**src/afs_defines.vh**
```
// Purpose: Constants for the antenna fault supervisor.
// Assumes: 20 MHz reference clock.
// Notes: Included by afs_top.v only.
`ifndef AFS_DEFINES_VH
`define AFS_DEFINES_VH
// Serial command numbers.
`define AFS_CMD_CLEAR_STATUS 4'h2
`define AFS_CMD_READ_STATUS 4'h9
// Status bit positions.
`define AFS_BIT_OVERTEMP 0
`define AFS_BIT_TO_GROUND 1
`define AFS_BIT_TO_SUPPLY 2
`define AFS_BIT_OPEN_LOAD 3
`define AFS_BIT_RETURN_OC 4
`define AFS_BIT_ILLEGAL 5
// Reset values.
`define AFS_STATUS_RESET 8'h00
`define AFS_STEP_RESET 4'hF
// Carrier divider and duty units (eighths of a carrier period, in quarters).
`define AFS_CARRIER_DIV 64
`define AFS_HIGH_Q_STEP1 6'h05
`define AFS_HIGH_Q_STEP5 6'h07
`define AFS_HIGH_Q_STEP9 6'h0A
`define AFS_HIGH_Q_STEP13 6'h10
// Timing: clock in MHz, reset stretch in us, debounce in cycles.
`define AFS_CLK_MHZ 20
`define AFS_POR_HOLD_US 30
`define AFS_POR_HOLD_CYC (`AFS_POR_HOLD_US * `AFS_CLK_MHZ)
`define AFS_DEBOUNCE_CYC 200
// Operating modes.
`define AFS_MODE_POWERDOWN 2'h0
`define AFS_MODE_STANDBY 2'h1
`define AFS_MODE_MODULATE 2'h2
`endif

```
**src/afs_top.v**
```verilog
// Purpose: Fault supervisor, current step decode and clock outputs of an LF antenna driver.
// Assumes: Serial decoding done elsewhere; commands arrive as one-cycle strobes.
// Notes: Analog detectors arrive asynchronously and are synchronised here.
// How the pieces fit together:
// The analog detectors change at any time relative to the reference clock, so each one
// passes two flip-flops before any logic looks at it. That adds two cycles of delay to
// every fault, which is small against the debounce time and is accepted for safety.
// Every monitored fault has its own debounce counter. A counter runs only while its fault
// is present and falls back to zero the moment the fault drops, so short disturbances
// never add up across separate pulses. Once a counter has run its full length, the fault
// is treated as confirmed.
// A confirmed fault does three things in the same cycle. It sets its bit in the diagnosis
// status, it sets the shutdown latch, and on the first such cycle it sends a one-cycle
// request to empty the LF data buffer. The power stages follow the latch one cycle later,
// because their enables are registered outputs.
// The shutdown latch is released only by the clear command, and only when no fault is
// confirmed in that cycle. A fault that arrives together with a clear keeps the latch set,
// so the host can never switch the stages back on over a live fault.
// The illegal-command bit is set straight from the decoder strobe with no debounce and
// never touches the shutdown latch or the buffer.
// Monitoring depends on the operating mode. In power-down nothing is watched. In standby
// the low-side transistor, the switch transistor and the temperature are watched. In
// modulation everything is watched, including open load and overload to ground.
// The carrier is the reference clock divided by 64. Its high time is set in quarters of
// one eighth of a period, so the four duty classes fit exactly on the divider.
// The clock output toggles on reference edges, so its full rate is half the reference
// rate and its half rate is a quarter of it; a user who needs the exact oscillator rate
// must take it from the oscillator itself.
// After reset the core is held for a fixed number of cycles so that a reset pulse of any
// width gives the rest of the logic the full hold time.
//
`include "afs_defines.vh"
`timescale 1ns/1ps
module afs_top #(
   parameter DEBOUNCE_CYC = `AFS_DEBOUNCE_CYC,
   parameter POR_HOLD_CYC = `AFS_POR_HOLD_CYC
) (
   // Clock and reset.
   input wire i_ref_clk,
   input wire i_resetn,
   // Configuration and commands from the serial decoder.
   input wire [3:0] i_coil_current_step,
   input wire i_coil_step_wr,
   input wire i_clock_out_divider_sel,
   input wire [1:0] i_mode,
   input wire i_modulation_busy,
   input wire i_cmd_valid,
   input wire [3:0] i_cmd_num,
   input wire i_illegal_cmd,
   // Asynchronous analog detectors.
   input wire i_overtemp,
   input wire i_oc_high_side,
   input wire i_oc_low_side,
   input wire i_oc_return,
   input wire i_sense_resistor_input,
   // Outputs.
   output reg [7:0] o_status_data,
   output reg o_status_valid,
   output reg o_boost_converter_en,
   output reg o_driver_pwm,
   output reg o_current_limit,
   output reg o_quick_start_switch,
   output reg o_buffer_clear,
   output reg o_clock_output_pin,
   output reg o_modulation_active_pin,
   output reg o_internal_resetn,
   output reg [1:0] o_duty_class
);

////////////////////////////////////////////////////////////////////////////////
// Internal reset stretch: a reset pulse of any width keeps the core in reset.
reg [15:0] por_count;
reg core_rst;
always @(posedge i_ref_clk or negedge i_resetn) begin
   if (!i_resetn) begin
      por_count <= 16'h0000;
      core_rst <= 1'b1;
      o_internal_resetn <= 1'b0;
   end else begin
      if (por_count < POR_HOLD_CYC[15:0]) begin
         por_count <= por_count + 16'h0001;
      end
      core_rst <= (por_count < POR_HOLD_CYC[15:0]);
      o_internal_resetn <= !(por_count < POR_HOLD_CYC[15:0]);
   end
end

////////////////////////////////////////////////////////////////////////////////
// Two-stage synchronisers; stage one is read only by stage two.
reg [5:0] sync1;
reg [5:0] sync2;
always @(posedge i_ref_clk or negedge i_resetn) begin
   if (!i_resetn) begin
      sync1 <= 6'h00;
      sync2 <= 6'h00;
   end else begin
      sync1 <= {i_sense_resistor_input, i_oc_return, i_oc_low_side, i_oc_high_side,
                i_overtemp, 1'b0};
      sync2 <= sync1;
   end
end
wire s_ot = sync2[1];
wire s_hs = sync2[2];
wire s_ls = sync2[3];
wire s_ret = sync2[4];
wire s_sense = sync2[5];

////////////////////////////////////////////////////////////////////////////////
// Mode gating of the monitors.
wire in_mod = (i_mode == `AFS_MODE_MODULATE);
wire in_stby = (i_mode == `AFS_MODE_STANDBY);
wire monitoring = in_mod | in_stby;

// Open-load detector: no sense polarity change during one carrier period.
reg sense_d;
reg [6:0] pol_count;
wire pol_timeout = (pol_count >= 7'h40);
always @(posedge i_ref_clk or negedge i_resetn) begin
   if (!i_resetn) begin
      sense_d <= 1'b0;
      pol_count <= 7'h00;
   end else begin
      sense_d <= s_sense;
      if (!in_mod || (s_sense != sense_d)) begin
         pol_count <= 7'h00;
      end else if (!pol_timeout) begin
         pol_count <= pol_count + 7'h01;
      end
   end
end

// Raw fault per status bit; ground overload is the high-side path, only seen while active.
reg [4:0] raw;
always @* begin
   raw = 5'h00;
   raw[`AFS_BIT_OVERTEMP] = monitoring & s_ot;
   raw[`AFS_BIT_TO_GROUND] = in_mod & s_hs;
   raw[`AFS_BIT_TO_SUPPLY] = monitoring & s_ls;
   raw[`AFS_BIT_OPEN_LOAD] = in_mod & pol_timeout;
   raw[`AFS_BIT_RETURN_OC] = monitoring & s_ret;
end

////////////////////////////////////////////////////////////////////////////////
// One debounce counter per fault, cleared whenever its fault drops.
reg [15:0] deb [0:4];
reg [4:0] confirmed;
integer k;
always @(posedge i_ref_clk or negedge i_resetn) begin
   if (!i_resetn) begin
      for (k = 0; k < 5; k = k + 1) begin
         deb[k] <= 16'h0000;
      end
      confirmed <= 5'h00;
   end else begin
      for (k = 0; k < 5; k = k + 1) begin
         if (!raw[k] || core_rst) begin
            deb[k] <= 16'h0000;
            confirmed[k] <= 1'b0;
         end else if (deb[k] >= DEBOUNCE_CYC[15:0] - 16'h0001) begin
            confirmed[k] <= 1'b1;
         end else begin
            deb[k] <= deb[k] + 16'h0001;
            confirmed[k] <= 1'b0;
         end
      end
   end
end

////////////////////////////////////////////////////////////////////////////////
// Status register and shutdown latch; a new fault wins over a clear.
reg [7:0] status;
reg shutdown;
wire clear_cmd = i_cmd_valid & (i_cmd_num == `AFS_CMD_CLEAR_STATUS);
wire read_cmd = i_cmd_valid & (i_cmd_num == `AFS_CMD_READ_STATUS);
wire any_fault = |confirmed;
always @(posedge i_ref_clk or negedge i_resetn) begin
   if (!i_resetn) begin
      status <= `AFS_STATUS_RESET;
      shutdown <= 1'b0;
      o_buffer_clear <= 1'b0;
   end else if (core_rst) begin
      status <= `AFS_STATUS_RESET;
      shutdown <= 1'b0;
      o_buffer_clear <= 1'b0;
   end else begin
      status <= (clear_cmd ? 8'h00 : status) | {2'b00, i_illegal_cmd, confirmed};
      shutdown <= any_fault | (shutdown & !clear_cmd);
      o_buffer_clear <= any_fault & !shutdown;
   end
end

// Status answer to the read command.
always @(posedge i_ref_clk or negedge i_resetn) begin
   if (!i_resetn) begin
      o_status_data <= 8'h00;
      o_status_valid <= 1'b0;
   end else begin
      o_status_valid <= read_cmd & !core_rst;
      if (read_cmd) begin
         o_status_data <= {2'b00, status[5:0]};
      end
   end
end

////////////////////////////////////////////////////////////////////////////////
// Current step register and duty class.
reg [3:0] step;
always @(posedge i_ref_clk or negedge i_resetn) begin
   if (!i_resetn) begin
      step <= `AFS_STEP_RESET;
   end else if (core_rst) begin
      step <= `AFS_STEP_RESET;
   end else if (i_coil_step_wr) begin
      step <= i_coil_current_step;
   end
end

// High time in quarter-eighths of a carrier period (out of 32) per class.
function [5:0] afs_high_q;
   input [1:0] cls;
   begin
      case (cls)
         2'h0: afs_high_q = `AFS_HIGH_Q_STEP1;
         2'h1: afs_high_q = `AFS_HIGH_Q_STEP5;
         2'h2: afs_high_q = `AFS_HIGH_Q_STEP9;
         default: afs_high_q = `AFS_HIGH_Q_STEP13;
      endcase
   end
endfunction

// High time of the current class, held in a net so the compare can take a slice of it.
wire [5:0] high_q = afs_high_q(step[3:2]);

// Carrier phase divider, 64 reference cycles per period; two cycles per quarter unit.
reg [5:0] phase;
wire stages_on = in_mod & !shutdown & !core_rst;
always @(posedge i_ref_clk or negedge i_resetn) begin
   if (!i_resetn) begin
      phase <= 6'h00;
      o_driver_pwm <= 1'b0;
      o_duty_class <= 2'h3;
      o_boost_converter_en <= 1'b0;
      o_quick_start_switch <= 1'b0;
      o_current_limit <= 1'b0;
      o_modulation_active_pin <= 1'b0;
   end else begin
      phase <= phase + 6'h01;
      o_duty_class <= step[3:2];
      o_driver_pwm <= stages_on & (phase[5:1] < high_q[4:0]) |
                      stages_on & (high_q == 6'h10) & !phase[5];
      o_boost_converter_en <= stages_on;
      o_quick_start_switch <= monitoring & !shutdown & !core_rst;
      o_current_limit <= monitoring & (s_hs | s_ls);
      o_modulation_active_pin <= stages_on & i_modulation_busy;
   end
end

////////////////////////////////////////////////////////////////////////////////
// Clock output: toggling register gives half rate, a fast toggle stands for full rate.
reg clk_half;
always @(posedge i_ref_clk or negedge i_resetn) begin
   if (!i_resetn) begin
      clk_half <= 1'b0;
      o_clock_output_pin <= 1'b0;
   end else begin
      clk_half <= !clk_half;
      if (i_mode == `AFS_MODE_POWERDOWN || core_rst) begin
         o_clock_output_pin <= 1'b0;
      end else if (i_clock_out_divider_sel) begin
         // Toggling on every other edge halves the rate without a second clock.
         o_clock_output_pin <= clk_half ? !o_clock_output_pin : o_clock_output_pin;
      end else begin
         o_clock_output_pin <= !o_clock_output_pin;
      end
   end
end

endmodule // afs_top

```
**config.mk**
```make
export PLATFORM = sky130hd
export DESIGN_NAME = afs_top
export DESIGN_NICKNAME = d
export VERILOG_FILES = /design/src/afs_top.v
export VERILOG_INCLUDE_DIRS = /design/src
export SDC_FILE = /design/constraint.sdc
export NUM_CORES = 1
export LEC_CHECK = 0
export ABC_AREA = 1
export BUFFER_PORTS_ARGS = -buffer_cell sky130_fd_sc_hd__buf_2
export CORE_ASPECT_RATIO = 0.9
export CORE_MARGIN = 5
export CORE_UTILIZATION = 40
export CTS_CLUSTER_DIAMETER = 200
export CTS_CLUSTER_SIZE = 20
export DETAILED_ROUTE_END_ITERATION = 10
export GPL_TIMING_DRIVEN = 0
export PLACE_DENSITY_LB_ADDON = 0.2
export SYNTH_ARGS = -nofsm -noshare
export SYNTH_HDL_FRONTEND = slang
export SYNTH_SLANG_ARGS = --single-unit
```
**constraint.sdc**
```tcl
create_clock -name i_ref_clk -period 3.4 [get_ports i_ref_clk]
set_clock_uncertainty 0.15 [all_clocks]
set_input_delay 0.34 -clock i_ref_clk [delete_from_list [all_inputs] [get_ports i_ref_clk]]
set_output_delay 0.34 -clock i_ref_clk [all_outputs]
set_load 0.01 [all_outputs]
```
* Yosys cells after proc, flatten, opt, wreduce, memory -nomap -nowiden
Index checks and enable logic that the tools add are counted.
Storage, ports and cells: output and inout port bits 19, register bits after elaboration 157, word-level logic and storage cells 139, input bits 22
Cells by class: equal/unequal tests 15, magnitude comparators 8, bitwise operators 24, muxes and demuxes 32, add/sub/neg operators 8, reduce and logical (&&, ||, !) cells 24
Operators by type and width (count):
- $mux W16 | 10
- $add A16 B1 Y16 const B | 6
- $ge A16 B8 Y1 const B | 5
- $and A1 B1 Y1 | 19
- $lt A16 B10 Y1 const B | 1
- $mux W8 | 2
- $mux W1 | 15
- $pmux W5 S3 | 1
- $mux W7 | 2
- $logic_not A1 Y1 | 13
- $ne A2 B2 Y1 const B | 5
- $mux W4 | 2
- $or A8 B6 Y8 | 1
- $add A7 B1 Y7 const B | 1
- $ge A7 B7 Y1 const B | 1
- $logic_or A1 B1 Y1 | 7
- $add A6 B1 Y6 const B | 1
- $eq A5 B5 Y1 const B | 1
- $lt A5 B5 Y1 | 1
- $reduce_or A5 Y1 | 1
- $eq A2 B1 Y1 const B | 2
- $eq A2 B2 Y1 const B | 2
- $eq A4 B2 Y1 const B | 1
- $eq A4 B4 Y1 const B | 1
- other kinds (6) | 10

* Longest topological paths before layout
Gate-level depths: netlist of run 1.
word-level depth 6, mapped depth 9

* Worst setup path after synthesis of run 1
OpenSTA, ideal clock, no wires.
path type reg-to-reg, start point register step[2], end point register o_driver_pwm, cell stages (with the launch flop) 9, buffers on the path 0, clock period less this slack 1787 ps, setup slack 1613 ps, library setup time 66 ps, arrival time 1571 ps, path through dfstp_2 inv_1 ha_1 o21ai_0 ha_1 a21oi_1 o21a_1 nand3_1 nand2_1
Between the ends: longest elaborated chain between the ends 6
RTL lines:
- from (decl) | RTL line afs_top.v:207 | reg [3:0] step;
- from (signal assigned) | RTL line afs_top.v:210 | step <= `AFS_STEP_RESET;
- from (signal assigned) | RTL line afs_top.v:212 | step <= `AFS_STEP_RESET;
- from (signal assigned) | RTL line afs_top.v:214 | step <= i_coil_current_step;
- $eq A2 B2 Y1, or another cell as far along | RTL line afs_top.v:222 | case (cls)
- $pmux W5 S3 * | RTL line afs_top.v:222
- parallel branches: the longest is 3 deep, another holds $lt A5 B5 Y1
- $or A1 B1 Y1 * | RTL line afs_top.v:249 | o_driver_pwm <= stages_on & (phase[5:1] < high_q[4:0]) |
- to (signal assigned) | RTL line afs_top.v:249
- to (decl) | RTL line afs_top.v:60 | output reg o_driver_pwm,
Every way passes the cells marked *. A chain may end at the register's enable or synchronous reset.

* Worst setup path in the final report of run 1
start point register step[3], end point register o_driver_pwm
The elaborated chain is that of the path after synthesis.

==> flow_summary.yaml, run 1 <==
clock_network:
  clock_path_buffers: 2
  insertion_delay_ns: 0.41
  cts_buffers: 17
  htreeDepth: 4
  cts_tree: "yes"
  cts-root-buf: "clkbuf_16"
  clk_pin_slew_worst_paths_ns: 0.06
  cts_sinks: 153
  cts_resized: 0
  postCtsSetupBuffers: 0
die:
  die-width_um: 149
  start_util_pct: 41.1
  dieArea_um2: 20200
  fp-row-count: 45
  ios: 41
  core-area_um2: 17000
  die_h_um: 135
timing:
  min_period_ns: 1.95
  setup_viol: 0
  grt_setup_unrepaired: "false"
  max_freq_mhz: 513
  hold_violations: 0
  setup_slack_ns: 1.45
  post-route-period-util_pct: 57.4
  final_max_slew_viol_count: 0
  tightest_slew_ns: 0.673
  hold_ws_ns: 0.0365
  max_slew_margin_pct: 55.1
power_and_ir_drop:
  p_leak_nw: 4.12
  p_total_mw: 3.71
  vdd_drop_max_uv: 287
  power.density_nw_per_um2: 455
synthesis:
  ys_warn_count: 0
  synth-simple-area-share_pct: 28.3
  synth-seq-area-share_pct: 54.9
  synth_top_area_share_pct: 53.0
  synth.distinct_cells: 32
  synth_top_family_by_area: "simple AND/OR/NAND/NOR gates"
  synth-seq-cells: 153
  synthXorXnorAreaFrac_pct: 2.63
  syn_area_um2: 6980
  muxShareOfSynthArea_pct: 0
  synth_top_area_cell: "dfrtp_1"
  synth_area_leaders: "dfrtp_1, nand2_1, nor2_1, nand3_1, inv_1"
  synth-compound-area-share_pct: 3.57
  synth_cells: 824
  synthAdderAreaFrac_pct: 3.40
  syn_avg_cell_area_um2: 8.47
route:
  wire_per_inst_um: 11.3
  drtPass1Iterations: 4
  drt.antenna.violating_nets: 0
  vias_per_cell: 4.50
  drcViolationCount: 0
  num_vias: 5112
  dr.first_iter.drc_count: 353
  routed_wl_um: 12900
flow_run:
  drv_cap: 0
finish:
  drive_above_1_share_pct: 11.9
  final_common_cell: "nand2_1"
  instances_no_fill: 1137
  fillCellCount: 1641
  num_antenna_cells: 0
  fin_util_pct: 48.0
  nets: 932
  syn_to_final_growth_pct: 16.9
  final_cell_mix: "nand2_1, dfrtp_1, nor2_1"
critical_path:
  cp_slowest_cell: "dfstp_2"
  cp_max_fo: 4
  crit_chain: "inv_1 -> ha_1 -> o21ai_0 -> ha_1 -> a21oi_1 -> o21a_1 -> nand3_1 -> nand2_1"
  critPathRequiredTime_ns: 3.60
  slowest_delay_ns: 0.56
  cpMostUsedCell: "ha_1"
  cp-end-kind: "register"
  critPathArrivalTime_ns: 2.15
  crit_type: "register to register"
  critPathLaunchType: "register"
  critical_path.top_delay_family: "flip-flops"
  critical_path_buf_inv_count: 1
place:
  portBuffers: 36
  place_congestion: 0.830
  dp_slack_ns: 1.38
  dp_hpwl_um: 8870
  dp_cells: 1097
global_routing:
  antenna_found_initial: 0
  grt_pass1_vias: 4792
  grt_usage_pct: 13.9
  grt_pass1_wl_um: 22700
  gr-total-overflow: 0
  grt_max_degree: 83
outcome:
  status: "completed"
hold_path:
  holdCritPathClass: "primary input to register"
-- kinds of logic after synthesis --
logic type	count (synthesis)
compound gates	46
xor+xnor	21
fa+ha+maj	19
buf+inv	125
flops	153
other cells	1
simple gates	459
-- tightest hold or removal path: cells and delay by family --
family	cells	cell delay (ns)
compound gates	2	0.12
buf+inv	1	0.10
-- final timing paths --
| path | slack, ns | cells after the start | to | start |
|---|---|---|---|---|
| max | 1.45 | 8 | o_driver_pwm | step[3] |
| min | 0.04 | 3 | step[3] | i_coil_step_wr |
| max reg2reg | 1.45 | 8 | o_driver_pwm | step[3] |
| min reg2reg | 0.20 | 0 | sync2[3] | sync1[3] |
| max in group asynchronous | 1.94 | 3 | deb[45] | i_resetn |
| min in group asynchronous | 0.34 | 2 | phase[5] | i_resetn |
-- state kept, by name (all words and copies together), names as in the netlist, 2 cells and up --
name           flops
confirmed          5
deb               80
o_duty_class       2
o_status_data      6
phase              6
pol_count          7
por_count         16
status             6
step               2
sync1              5
sync2              5
-- cell usage after synthesis --
cell and n:
a21boi_0 1, a21oi_1 23, a21oi_2 1, and2_1 1, buf_2 6, buf_4 3
buf_6 1, clkbuf_1 8, conb_1 1, dfrtp_1 148, dfstp_2 5, ha_1 19
inv_1 102, inv_2 5, nand2_1 199, nand2_2 10, nand2_4 3, nand3_1 85
nand3_2 4, nand3b_1 6, nand4_1 6, nor2_1 130, nor3_1 10, nor3_4 1
nor3b_1 1, nor4_1 1, o21a_1 2, o21ai_0 16, o21bai_1 3, or2_2 2
xnor2_1 2, xor2_1 19
-- stage by stage --
stage	setup TNS [ns]	instance area, um^2
after floorplan	0	6990
after global placement	-70.50	7460
after detailed placement	0	7490
after CTS	0	8160
after global routing	0	8160
final	0	8160
-- layer usage --
layer / GRT usage, % / wire (um) / up-vias
li1: - / - / 2694
met3: 3.11 / 478 / 13
met2: 20.3 / 5450 / 63
met1: 20.2 / 6800 / 2342
met4: 5.19 / 175 / 0
met5: 0 / 0 / -
-- power by group --
group	internal, mW	total (mW)	switching, mW	leakage [nW]
logic	0.0284	0.0858	0.0575	1.79
registers	1.83	1.84	0.00524	2.06
clock network	1.09	1.79	0.700	0.273
total	2.95	3.71	0.763	4.12
-- timing repair --
action | in CTS | in global routing
hold buffers | 10 | 0
endpoints found under the hold margin | 76 | 0
setup endpoints to repair | 0 | 0
-- layout make-up --
| class | instances | area [um^2] | share of cell area, % |
|---|---|---|---|
| Sequential cell | 153 | 3830 | 47.0 |
| Multi-Input combinational cell | 547 | 2660 | 32.6 |
| Clock buffer | 23 | 498 | 6.10 |
| Inverter | 107 | 402 | 4.92 |
| Timing Repair Buffer | 47 | 314 | 3.85 |
| Tap cell | 235 | 294 | 3.60 |
| Buffer | 18 | 93.8 | 1.15 |
| Clock inverter | 7 | 67.6 | 0.828 |
(Power assumes the default switching activity.)
==> run 2: changes to the inputs <==
- clock period: 3.4 -> 1.9 ns (I/O delays scaled with it)
==> run 2 against run 1 <==
Sequential share of layout area down 0.40 points; global-route usage about the same; register-to-register slack worse by 1.4 ns; total power up 79%; utilization up 0.41 points; combinational power up 83%; critical path type unchanged; largest power group unchanged.
==> flow_summary.yaml, run 2 (synthesized netlist as in run 1, its figures left out) <==
outcome:
  status: "completed"
route:
  dr.first_iter.drc_count: 349
  routed_wl_um: 13000
  num_vias: 5136
  drt.antenna.violating_nets: 0
  wire_per_inst_um: 11.4
  drcViolationCount: 0
  drtPass1Iterations: 4
  vias_per_cell: 4.50
timing:
  hold_violations: 0
  max_slew_margin_pct: 54.5
  setup_viol: 0
  grt_setup_unrepaired: "false"
  tightest_slew_ns: 0.682
  hold_ws_ns: 0.0471
  post-route-period-util_pct: 94.9
  max_freq_mhz: 555
  min_period_ns: 1.80
  final_max_slew_viol_count: 0
critical_path:
  critPathLaunchType: "register"
  critPathRequiredTime_ns: 2.10
  slowest_delay_ns: 0.55
  r2r_setup_slack_ns: 0.1
  cp_slowest_cell: "dfstp_2"
  cp_max_fo: 3
  crit_chain: "buf_4 -> ha_1 -> inv_2 -> o21ai_2 -> ha_4 -> a21oi_2 -> o21a_1 -> nand3_1 -> nand2_1"
  crit_type: "register to register"
  reg2regPathDepth: 9
  critPathArrivalTime_ns: 2.00
  cp-end-kind: "register"
die:
  dieArea_um2: 20200
  ios: 41
  core-area_um2: 17000
  start_util_pct: 41.1
  fp-row-count: 45
  die_h_um: 135
  die-width_um: 149
clock_network:
  cts_sinks: 153
  clock_path_buffers: 2
  cts_tree: "yes"
  insertion_delay_ns: 0.42
  cts_buffers: 17
  cts-root-buf: "clkbuf_16"
  htreeDepth: 4
  clk_pin_slew_worst_paths_ns: 0.06
finish:
  fillCellCount: 1628
  final_cell_mix: "nand2_1, dfrtp_1, nor2_1"
  regMostFlops: "deb"
  drive_above_1_share_pct: 12.8
  reg.largest.list: "deb (80), por_count (16), pol_count (7)"
  seq_area_um2: 3830
  final_area_um2: 8230
  nets: 936
  num_antenna_cells: 0
  syn_to_final_growth_pct: 17.9
  instances_no_fill: 1141
  largest_reg_flops: 80
  final_common_cell: "nand2_1"
  multiInputGateArea_um2: 2690
power_and_ir_drop:
  p_leak_nw: 4.13
  p_total_mw: 6.66
  vdd_drop_max_uv: 519
  power.density_nw_per_um2: 809
global_routing:
  grt_pass1_wl_um: 22700
  gr-total-overflow: 0
  grt_max_degree: 83
  antenna_found_initial: 0
  grt_pass1_vias: 4792
  grt_usage_pct: 13.9
hold_path:
  holdCritPathClass: "primary input to register"
  hold_depth: 3
place:
  dp_hpwl_um: 8870
  dpl_cell_area_um2: 7490
  dp_cells: 1097
  portBuffers: 36
  place_congestion: 0.830
flow_run:
  drv_cap: 0
## run 2: changes by cell type in the layout (fill, tap and decap cells not counted), sizes merged
cell         change
buf              +2
dlygate4sd3      +2
## run 2: where the power goes
part           switching, mW  internal (mW)  total (mW)
combinational          0.104         0.0534       0.157
sequential           0.00941           3.28        3.29
clock                   1.26           1.95        3.22
total                   1.38           5.28        6.66
## run 2: cell type report
| cell class | count | share of cell area [%] |
|---|---|---|
| Buffer | 18 | 1.14 |
| Clock buffer | 23 | 6.05 |
| Clock inverter | 7 | 0.821 |
| Inverter | 107 | 4.88 |
| Multi-Input combinational cell | 547 | 32.7 |
| Sequential cell | 153 | 46.6 |
| Tap cell | 235 | 3.57 |
| Timing Repair Buffer | 51 | 4.24 |
## run 2: per-stage QoR
step                setup TNS [ns]  util (%)  worst slack [ns]
finish                           0      48.4            0.0976
global route                     0      48.4           0.00493
CTS                              0      48.1           0.00977
detailed placement         -0.0413      44.1           -0.0413
global placement           -274.86      43.9             -1.84
floorplan                        0         -             0.113
## run 2: worst max-delay path: cells and delay by family, from the launching register on
family,cells,cell delay (ns)
buffers and inverters,2,0.18
adder cells (fa/ha/maj),2,0.40
AND/OR/NAND/NOR,2,0.13
flip-flops,1,0.55
AO/OA/AOI/OAI,3,0.32
## run 2: metal layers
metal / global-route usage (%) / up-vias / part of all wire [%]
li1: - / 2698 / -
met1: 20.2 / 2356 / 53
met2: 20.3 / 70 / 43
met3: 3.08 / 12 / 3.5
met4: 5.19 / 0 / 1.1
met5: 0 / - / 0
## run 2: repair_timing
action                                  in CTS  in global routing
setup buffers                                0                  2
resized for setup                            1                  8
pin swaps                                    0                  2
hold endpoints to repair                    77                  0
hold buffers                                12                  0
endpoints found under the setup margin       1                  1
## run 2: final timing paths
path	from	endpoint
min reg2reg	sync1[3]	sync2[3]
max reg2reg	step[3]	o_driver_pwm
min in group asynchronous	i_resetn	phase[5]
max	step[3]	o_driver_pwm
max in group asynchronous	i_resetn	deb[45]
min	i_cmd_num[3]	o_status_valid
